$ cat src/rtl/iap_pkg.sv
package iap_pkg;
  // ****************************************
  // Register selects on the SFR port
  // ****************************************
  localparam logic [3:0] REG_CTRL0    = 4'h0;
  localparam logic [3:0] REG_CTRL2    = 4'h1;
  localparam logic [3:0] REG_ADDR_LO  = 4'h2;
  localparam logic [3:0] REG_ADDR_HI  = 4'h3;
  localparam logic [3:0] REG_W0_LO    = 4'h4;
  localparam logic [3:0] REG_W0_HI    = 4'h5;
  localparam logic [3:0] REG_W1_LO    = 4'h6;
  localparam logic [3:0] REG_W1_HI    = 4'h7;
  localparam logic [3:0] REG_W2_LO    = 4'h8;
  localparam logic [3:0] REG_W2_HI    = 4'h9;
  localparam logic [3:0] REG_W3_LO    = 4'ha;
  localparam logic [3:0] REG_W3_HI    = 4'hb;
  // ****************************************
  // Control field positions
  // ****************************************
  localparam int unsigned CTL_ENABLED_BIT = 7;
  localparam int unsigned CTL_MODE_LSB    = 4;
  localparam int unsigned CTL_TRIGGER_BIT = 3;
  localparam int unsigned CTL_START_BIT   = 2;
  localparam int unsigned CLR_BUF_BIT     = 0;
  localparam logic [7:0]  REG_RESET       = 8'h00;
  // ****************************************
  // Modes and key
  // ****************************************
  localparam logic [2:0] MODE_WRITE  = 3'h0;
  localparam logic [2:0] MODE_ERASE  = 3'h1;
  localparam logic [2:0] MODE_UNLOCK = 3'h6;
  localparam logic [7:0] KEY_W1_LO   = 8'h00;
  localparam logic [7:0] KEY_W2_LO   = 8'h0d;
  localparam logic [7:0] KEY_W3_LO   = 8'hc3;
  localparam logic [7:0] KEY_W1_HI   = 8'h04;
  localparam logic [7:0] KEY_W2_HI   = 8'h09;
  localparam logic [7:0] KEY_W3_HI   = 8'h40;
  localparam int unsigned ADDR_W     = 14;
  localparam int unsigned PAGE_WORDS = 32;
  localparam int unsigned OFS_W      = 5;
  // ****************************************
  // Timing
  // ****************************************
  localparam int unsigned CLK_PERIOD_NS    = 10;
  localparam int unsigned UNLOCK_WINDOW_NS = 10000;
  localparam int unsigned ERASE_TIME_NS    = 20000;
  localparam int unsigned PROG_TIME_NS     = 20000;
  localparam int unsigned UNLOCK_CYC = UNLOCK_WINDOW_NS / CLK_PERIOD_NS;
  localparam int unsigned ERASE_CYC  = ERASE_TIME_NS / CLK_PERIOD_NS;
  localparam int unsigned PROG_CYC   = PROG_TIME_NS / CLK_PERIOD_NS;
  typedef enum logic [1:0] {IAP_IDLE, IAP_ERASE, IAP_PROG} iap_state_e;
endpackage

$ cat src/rtl/iap_buf_if.sv
`timescale 1ns/1ps
interface iap_buf_if;
  logic        clr;
  logic        load;
  logic [4:0]  load_idx;
  logic [15:0] load_data;
  logic [4:0]  rd_idx;
  logic [15:0] rd_data;
  logic        rd_tag;
  modport owner (output clr, load, load_idx, load_data, rd_idx, input rd_data, rd_tag);
  modport store (input clr, load, load_idx, load_data, rd_idx, output rd_data, rd_tag);
endinterface

$ cat src/rtl/iap_page_buf.sv
`timescale 1ns/1ps
module iap_page_buf #(
  parameter int unsigned WORDS = 32
) (
  input wire logic clk,
  input wire logic sys_rst,
  iap_buf_if.store bus
);
  import iap_pkg::*;
  logic [15:0]      mem_q [WORDS];
  logic [15:0]      mem_d [WORDS];
  logic [WORDS-1:0] tag_q;
  logic [WORDS-1:0] tag_d;

  // Words are tagged as loaded; erase and program touch tagged words only
  genvar g;
  generate
    for (g = 0; g < WORDS; g++) begin : g_word
      always_comb begin
        mem_d[g] = mem_q[g];
        tag_d[g] = tag_q[g];
        if (bus.clr) begin
          mem_d[g] = 16'h0000;
          tag_d[g] = 1'b0;
        end else if (bus.load && bus.load_idx == OFS_W'(g)) begin
          mem_d[g] = bus.load_data;
          tag_d[g] = 1'b1;
        end
      end
      always_ff @(posedge clk or posedge sys_rst) begin
        if (sys_rst) begin
          mem_q[g] <= 16'h0000;
          tag_q[g] <= 1'b0;
        end else begin
          mem_q[g] <= mem_d[g];
          tag_q[g] <= tag_d[g];
        end
      end
    end
  endgenerate

  assign bus.rd_data = mem_q[bus.rd_idx];
  assign bus.rd_tag  = tag_q[bus.rd_idx];
endmodule

$ cat src/rtl/iap_flash_seq.sv
`timescale 1ns/1ps
module iap_flash_seq
  import iap_pkg::*;
#(
  parameter int unsigned UNLOCK_CYCLES = iap_pkg::UNLOCK_CYC,
  parameter int unsigned ERASE_CYCLES  = iap_pkg::ERASE_CYC,
  parameter int unsigned PROG_CYCLES   = iap_pkg::PROG_CYC
) (
  input  wire logic        clk,
  input  wire logic        sys_rst,
  input  wire logic        sfr_wr,
  input  wire logic [3:0]  sfr_sel,
  input  wire logic [7:0]  sfr_wdata,
  output logic [7:0]       sfr_rdata,
  output logic             cpu_stall,
  output logic             fl_wr,
  output logic             fl_erase,
  output logic [13:0]      fl_addr,
  output logic [15:0]      fl_wdata
);
  import iap_pkg::*;

  // ****************************************
  // Registers
  // ****************************************
  logic [7:0]  ctl_q, ctl_d;
  logic        clr_q, clr_d;
  logic [13:0] addr_q, addr_d;
  logic [7:0]  dat_q [8];
  logic [7:0]  dat_d [8];
  logic [31:0] tmr_q, tmr_d;
  logic [4:0]  idx_q, idx_d;
  iap_state_e  st_q, st_d;
  logic [7:0]  rd_q, rd_d;
  logic        stall_q, stall_d;
  logic        fwr_q, fwr_d, fer_q, fer_d;
  logic        scan_done_q, scan_done_d;
  logic [13:0] fa_q, fa_d;
  logic [15:0] fd_q, fd_d;
  logic        wr_hi0;
  logic        key_match;
  logic [2:0]  mode;
  iap_buf_if   bufb();

  function automatic logic hit(input logic [3:0] s, input logic [3:0] r);
    hit = sfr_wr && (s == r);
  endfunction

  assign mode   = ctl_q[CTL_MODE_LSB +: 3];
  assign wr_hi0 = hit(sfr_sel, REG_W0_HI);
  // key bytes, word1..word3 low then high
  assign key_match = (dat_q[2] == KEY_W1_LO) && (dat_q[4] == KEY_W2_LO)
                     && (dat_q[6] == KEY_W3_LO) && (dat_q[3] == KEY_W1_HI)
                     && (dat_q[5] == KEY_W2_HI) && (dat_q[7] == KEY_W3_HI);

  iap_page_buf #(.WORDS(PAGE_WORDS)) u_buf (
    .clk     (clk),
    .sys_rst (sys_rst),
    .bus     (bufb)
  );

  // ****************************************
  // Register and sequencer next state
  // ****************************************
  always_comb begin
    ctl_d    = ctl_q;
    clr_d    = 1'b0;
    addr_d   = addr_q;
    for (int i = 0; i < 8; i++) dat_d[i] = dat_q[i];
    tmr_d    = tmr_q;
    idx_d    = idx_q;
    st_d     = st_q;
    stall_d  = 1'b0;
    fwr_d    = 1'b0;
    fer_d    = 1'b0;
    fa_d     = fa_q;
    fd_d     = fd_q;
    scan_done_d = scan_done_q;
    bufb.clr       = clr_q;
    bufb.load      = 1'b0;
    bufb.load_idx  = addr_q[4:0];
    bufb.load_data = {dat_q[1], dat_q[0]};
    bufb.rd_idx    = idx_q;
    if (sfr_wr && st_q == IAP_IDLE) begin
      case (sfr_sel)
        REG_CTRL0: begin
          ctl_d[CTL_ENABLED_BIT] = ctl_q[CTL_ENABLED_BIT] & sfr_wdata[CTL_ENABLED_BIT];
          ctl_d[6:0] = sfr_wdata[6:0];
          if (sfr_wdata[CTL_TRIGGER_BIT] && !ctl_q[CTL_TRIGGER_BIT]) begin
            if (sfr_wdata[CTL_MODE_LSB +: 3] == MODE_UNLOCK) begin
              tmr_d = UNLOCK_CYCLES;
            end else begin
              ctl_d[CTL_TRIGGER_BIT] = 1'b0;
            end
          end
          if (!ctl_q[CTL_TRIGGER_BIT] && !sfr_wdata[CTL_TRIGGER_BIT]) ctl_d[3] = 1'b0;
          if (ctl_q[CTL_TRIGGER_BIT]) ctl_d[CTL_TRIGGER_BIT] = 1'b1;
        end
        REG_CTRL2:   clr_d = sfr_wdata[CLR_BUF_BIT];
        REG_ADDR_LO: addr_d[7:0] = sfr_wdata;
        REG_ADDR_HI: addr_d[13:8] = sfr_wdata[5:0];
        default: begin
          for (int i = 0; i < 8; i++) begin
            if (sfr_sel == REG_W0_LO + 4'(i)) dat_d[i] = sfr_wdata;
          end
        end
      endcase
    end
    // load word and tag, then advance unless at page end
    if (wr_hi0 && st_q == IAP_IDLE && ctl_q[CTL_ENABLED_BIT]
        && (mode == MODE_ERASE || mode == MODE_WRITE)) begin
      bufb.load      = 1'b1;
      bufb.load_data = {sfr_wdata, dat_q[0]};
      if (addr_q[4:0] != 5'h1f) addr_d = addr_q + 14'h0001;
    end
    if (ctl_q[CTL_TRIGGER_BIT]) begin
      if (tmr_q <= 32'h1) begin
        ctl_d[CTL_TRIGGER_BIT] = 1'b0;
        tmr_d = 32'h0;
        if (key_match && mode == MODE_UNLOCK)
          ctl_d[CTL_ENABLED_BIT] = 1'b1;
      end else begin
        tmr_d = tmr_q - 32'h1;
      end
    end
    case (st_q)
      IAP_IDLE: begin
        if (hit(sfr_sel, REG_CTRL0) && sfr_wdata[CTL_START_BIT]) begin
          // Start refused while locked or in another mode
          if (ctl_q[CTL_ENABLED_BIT] && sfr_wdata[CTL_MODE_LSB +: 3] == MODE_ERASE) begin
            st_d = IAP_ERASE;
            tmr_d = ERASE_CYCLES;
            scan_done_d = 1'b0;
            idx_d = 5'h00;
            stall_d = 1'b1;
          end else if (ctl_q[CTL_ENABLED_BIT]
                       && sfr_wdata[CTL_MODE_LSB +: 3] == MODE_WRITE) begin
            st_d = IAP_PROG;
            tmr_d = PROG_CYCLES;
            scan_done_d = 1'b0;
            idx_d = 5'h00;
            stall_d = 1'b1;
          end else begin
            ctl_d[CTL_START_BIT] = 1'b0;
          end
        end
      end
      IAP_ERASE, IAP_PROG: begin
        stall_d = 1'b1;
        // one strobe per tagged word of the page
        fa_d = {addr_q[13:5], idx_q};
        fd_d = bufb.rd_data;
        // Scan parks on the last word until the timer ends, so strobe it only once
        if (bufb.rd_tag && !scan_done_q) begin
          fer_d = (st_q == IAP_ERASE);
          fwr_d = (st_q == IAP_PROG);
        end
        if (idx_q == 5'h1f) scan_done_d = 1'b1;
        if (idx_q != 5'h1f) idx_d = idx_q + 5'h01;
        if (tmr_q <= 32'h1 && idx_q == 5'h1f) begin
          ctl_d[CTL_START_BIT] = 1'b0;
          st_d = IAP_IDLE;
          stall_d = 1'b0;
          tmr_d = 32'h0;
        end else if (tmr_q > 32'h1) begin
          tmr_d = tmr_q - 32'h1;
        end
      end
      default: st_d = IAP_IDLE;
    endcase
    // locked device clears the start bit while idle
    if (!ctl_d[CTL_ENABLED_BIT] && st_q == IAP_IDLE) ctl_d[CTL_START_BIT] = 1'b0;
  end

  always_comb begin
    rd_d = REG_RESET;
    case (sfr_sel)
      REG_CTRL0:   rd_d = ctl_q;
      REG_CTRL2:   rd_d = {7'h00, clr_q};
      REG_ADDR_LO: rd_d = addr_q[7:0];
      REG_ADDR_HI: rd_d = {2'b00, addr_q[13:8]};
      default: begin
        for (int i = 0; i < 8; i++) begin
          if (sfr_sel == REG_W0_LO + 4'(i)) rd_d = dat_q[i];
        end
      end
    endcase
  end

  always_ff @(posedge clk or posedge sys_rst) begin
    if (sys_rst) begin
      ctl_q   <= REG_RESET;
      clr_q   <= 1'b0;
      addr_q  <= 14'h0000;
      for (int i = 0; i < 8; i++) dat_q[i] <= REG_RESET;
      tmr_q   <= 32'h0;
      idx_q   <= 5'h00;
      st_q    <= IAP_IDLE;
      rd_q    <= REG_RESET;
      stall_q <= 1'b0;
      fwr_q   <= 1'b0;
      fer_q   <= 1'b0;
      fa_q    <= 14'h0000;
      fd_q    <= 16'h0000;
      scan_done_q <= 1'b0;
    end else begin
      ctl_q   <= ctl_d;
      clr_q   <= clr_d;
      addr_q  <= addr_d;
      for (int i = 0; i < 8; i++) dat_q[i] <= dat_d[i];
      tmr_q   <= tmr_d;
      idx_q   <= idx_d;
      st_q    <= st_d;
      rd_q    <= rd_d;
      stall_q <= stall_d;
      fwr_q   <= fwr_d;
      fer_q   <= fer_d;
      fa_q    <= fa_d;
      fd_q    <= fd_d;
      scan_done_q <= scan_done_d;
    end
  end

  assign sfr_rdata = rd_q;
  assign cpu_stall = stall_q;
  assign fl_wr     = fwr_q;
  assign fl_erase  = fer_q;
  assign fl_addr   = fa_q;
  assign fl_wdata  = fd_q;
endmodule

$ cat config.mk
export PLATFORM = sky130hd
export DESIGN_NAME = iap_flash_seq
export DESIGN_NICKNAME = d
export VERILOG_FILES = /design/src/rtl/iap_pkg.sv /design/src/rtl/iap_buf_if.sv /design/src/rtl/iap_page_buf.sv /design/src/rtl/iap_flash_seq.sv
export SDC_FILE = /design/constraint.sdc
export NUM_CORES = 2
export LEC_CHECK = 0
export ABC_AREA = 1
export BUFFER_PORTS_ARGS = -buffer_cell sky130_fd_sc_hd__buf_2
export CELL_PAD_IN_SITES_DETAIL_PLACEMENT = 1
export CELL_PAD_IN_SITES_GLOBAL_PLACEMENT = 1
export CORE_ASPECT_RATIO = 0.9
export CORE_MARGIN = 5
export CORE_UTILIZATION = 35
export DETAILED_ROUTE_END_ITERATION = 10
export PLACE_DENSITY_LB_ADDON = 0.2
export SYNTH_ARGS = -nofsm -noshare
export SYNTH_HDL_FRONTEND = slang
export SYNTH_SLANG_ARGS = --single-unit
$ cat constraint.sdc
create_clock -name clk -period 71.9 [get_ports clk]
set_clock_uncertainty 0.2 [all_clocks]
set_input_delay 10.785 -clock clk [delete_from_list [all_inputs] [get_ports clk]]
set_output_delay 10.785 -clock clk [all_outputs]
set_load 0.01 [all_outputs]
==> impl_metrics.yaml <==
outcome:
  status: "complete, no violations"
clock_tree:
  post_cts_buffers: 0
  htree_levels: 3
  clk_latency_ns: 0.66
  clk_pin_slew_ns: 0.06
  ctsHoldBuffers: 0
  clock-sinks: 712
  root_buffer: "clkbuf_16"
  cts_inserted_buffers: 82
  cts_max_path_buffers: 3
  cts_tree: "yes"
  cts_resized: 0
synthesis:
  syn-num-nets: 4496
  synth_flop_cell: "dfrtp_1"
  avgSynthCellArea_sq_um: 7.88
  synth_edf_count: 0
  yosysWarnings: 0
  synth_top_area_share_pct: 50.6
  synth.distinct_cells: 44
  yosysSeqAreaShare_pct: 50.6
  ys_ff_latch: 712
  synthArstFlopShare_pct: 100
  synth.cell_area_sq_um: 35200
  synth_area_leaders: "dfrtp_1 51%, nand2_1 11%, o21ai_0 9.8%, nand3_1 7.1%, inv_1 4.3%"
  yosysTopAreaCell: "dfrtp_1"
  synthCells: 4467
setup_path:
  path_cells: "buf_2 > inv_8 > buf_4 > buf_4 > buf_4 > buf_4"
  max_stage_delay_ns: 0.80
  arrival_ns: 14.76
  slowest_stage: "buf_4"
  required_ns: 72.38
  path_max_fanout: 112
  reg2reg_slack_ns: 67.35
  cpLargestDelayFamily: "buffers and inverters"
  worstSetupPathType: "in -> async"
  worst_setup_path_end_kind: "async pin"
  crit_buf_inv: 6
  startpoint_type: "input port"
  worst_path_most_repeated_cell: "buf_4"
timing:
  worst_pin_slew_ns: 1.17
  finalWorstSetupSlack_ns: 57.63
  tns_ns: 0
  slew_viol_final: 0
  maxSlewHeadroom_pct: 22.1
  setup_viol: 0
  min_period_ns: 14.27
  clock.fmax_ghz: 0.0701
  rsz0062_at_grt: "no"
  period_share_pct: 19.9
  holdWs_ns: 0.283
  hold_violations: 0
global_route:
  grt.overflow.total: 0
  grt_usage_pct: 24.5
  grt_max_degree: 161
  antenna_found_initial: 4
  grt_pass1_wl_mm: 203
  grt_pass1_vias: 32140
detailed_routing:
  first_pass_iters: 6
  ant_nets: 0
  drc: 0
  drt_iter0_drc: 2396
  wl_per_cell_microns: 23.0
  via_per_inst: 5.46
  routed_wl_mm: 132
  via_count: 31440
final_layout:
  layout_commonest_cell: "nand2_1"
  layout_common_cells: "1027 x nand2_1, 709 x dfrtp_1, 690 x o21ai_0, 497 x nand3_1, 396 x inv_1"
  layout-drive-gt1-share_pct: 7.31
  layout.nets: 4383
  fin_area_sq_um: 39100
  syn_to_final_growth_pct: 10.9
place:
  place_area_sq_um: 36300
  gp_congestion: 0.824
  dp_worst_setup_slack_ns: 56.72
  portBuffers: 55
  hpwl_mm: 81.7
power_and_ir_drop:
  leakagePower_nw: 18.2
  peakVddDrop_mv: 0.0187
  power_mw: 1.38
  power_density_nw_per_um2: 35.2
floorplanning:
  die_h_microns: 311
  chipWidth_microns: 344
  rows: 110
  core_sq_um: 99900
  dieArea_sq_um: 107000
  initial_core_util_pct: 35.2
  num_io_pins: 56
run:
  cap_viol_max_count: 0
hold_path:
  min_path_type: "reg -> reg"
[metrics by stage]
step	utilization [%]	std cells
2_1_floorplan	-	4467
3_3_place_gp	36.3	5614
3_5_place_dp	36.3	5614
4_1_cts	39.1	5762
5_1_grt	39.1	5762
6_report	39.1	5763
[worst reg2reg max path, cell delays in order (launching register included)]
cell and delay (ns):
dfrtp_4 0.76, buf_4 0.58, buf_12 0.44, buf_4 0.78
a21oi_1 0.16, o21ai_0 0.12, o21ai_0 0.17, o21ai_0 0.60
o21ai_0 0.36, nand2_1 0.19, nand3_1 0.08
[final cells by class]
type                    count  area (sq um)
fillers                 12107         60900
flip-flops and latches    712         17800
multi-input cells        3027         14500
inverters                 425          1610
well taps                1344          1680
clock inverters            19           240
repair buffers            106           696
clock buffers             129          2510
diodes                      1          2.50
[final timing paths]
path                                 from          endpoint  cells after the start
max in group clk               sfr_sel[2]  u_buf.mem_q[282]                     11
max                               sys_rst  u_buf.mem_q[422]                      6
min in group asynchronous         sys_rst         dat_q[31]                      2
max reg2reg                bufb.rd_idx[0]      fl_wdata[15]                     10
min reg2reg                     dat_q[61]         dat_q[61]                      2
min                             dat_q[61]         dat_q[61]                      2
[registers in the layout, indices dropped and copies added, names as in the netlist, 5 cells and up]
| register | count |
|---|---|
| u_buf.tag_q | 32 |
| dat_q | 64 |
| addr_q | 14 |
| fl_addr | 14 |
| ctl_q | 8 |
| tmr_q | 32 |
| sfr_rdata | 8 |
| u_buf.mem_q | 512 |
| bufb.rd_idx | 5 |
| fl_wdata | 16 |
[logic make-up (layout without fill, tap and decap cells)]
logic type,Yosys count,count (layout),synth area share (%)
other,0,1,0
buffers and inverters,728,679,8.48
AO/OA/AOI/OAI,1165,1165,17.8
flip-flops,712,712,50.6
adder cells (fa/ha/maj),14,14,0.498
AND/OR/NAND/NOR,1830,1830,22.2
XOR/XNOR,18,18,0.448
[cell usage after synthesis, types with 3 or more instances]
cell type  number
nor2_8          3
buf_1          51
o21ai_1        95
nor2_1        220
dfrtp_1       712
o22ai_1        24
or2_2          20
a41oi_1         9
nand4_1        13
inv_1         399
nand3b_1        4
o221ai_1        8
nor2_2          3
buf_6          19
a31oi_1         3
nor3_1         14
o21ai_0       690
ha_1           14
o31ai_1         3
buf_4           7
o21ai_2         3
o211ai_1       91
xor2_1         17
nand2_4         9
nand2_1      1027
clkbuf_1      172
buf_2          52
o21a_1         24
a21oi_1       205
nand2_2        15
clkinv_1       14
a21oi_2         8
inv_2          12
nand3_1       497
[layer usage]
metal | vias to the layer above | share of wire (%) | track usage [%]
met3 | 173 | 5.2 | 3.50
met1 | 16029 | 47 | 35.7
met4 | 2 | 2.2 | 5.18
met5 | - | 0.0098 | 0
li1 | 14501 | - | -
met2 | 735 | 45 | 39.0
[where the power goes]
part / switching (mW) / internal [mW]
clock: 0.182 / 0.255
combinational: 0.323 / 0.121
sequential: 0.0492 / 0.445
Power figures use the tool's default switching activity.
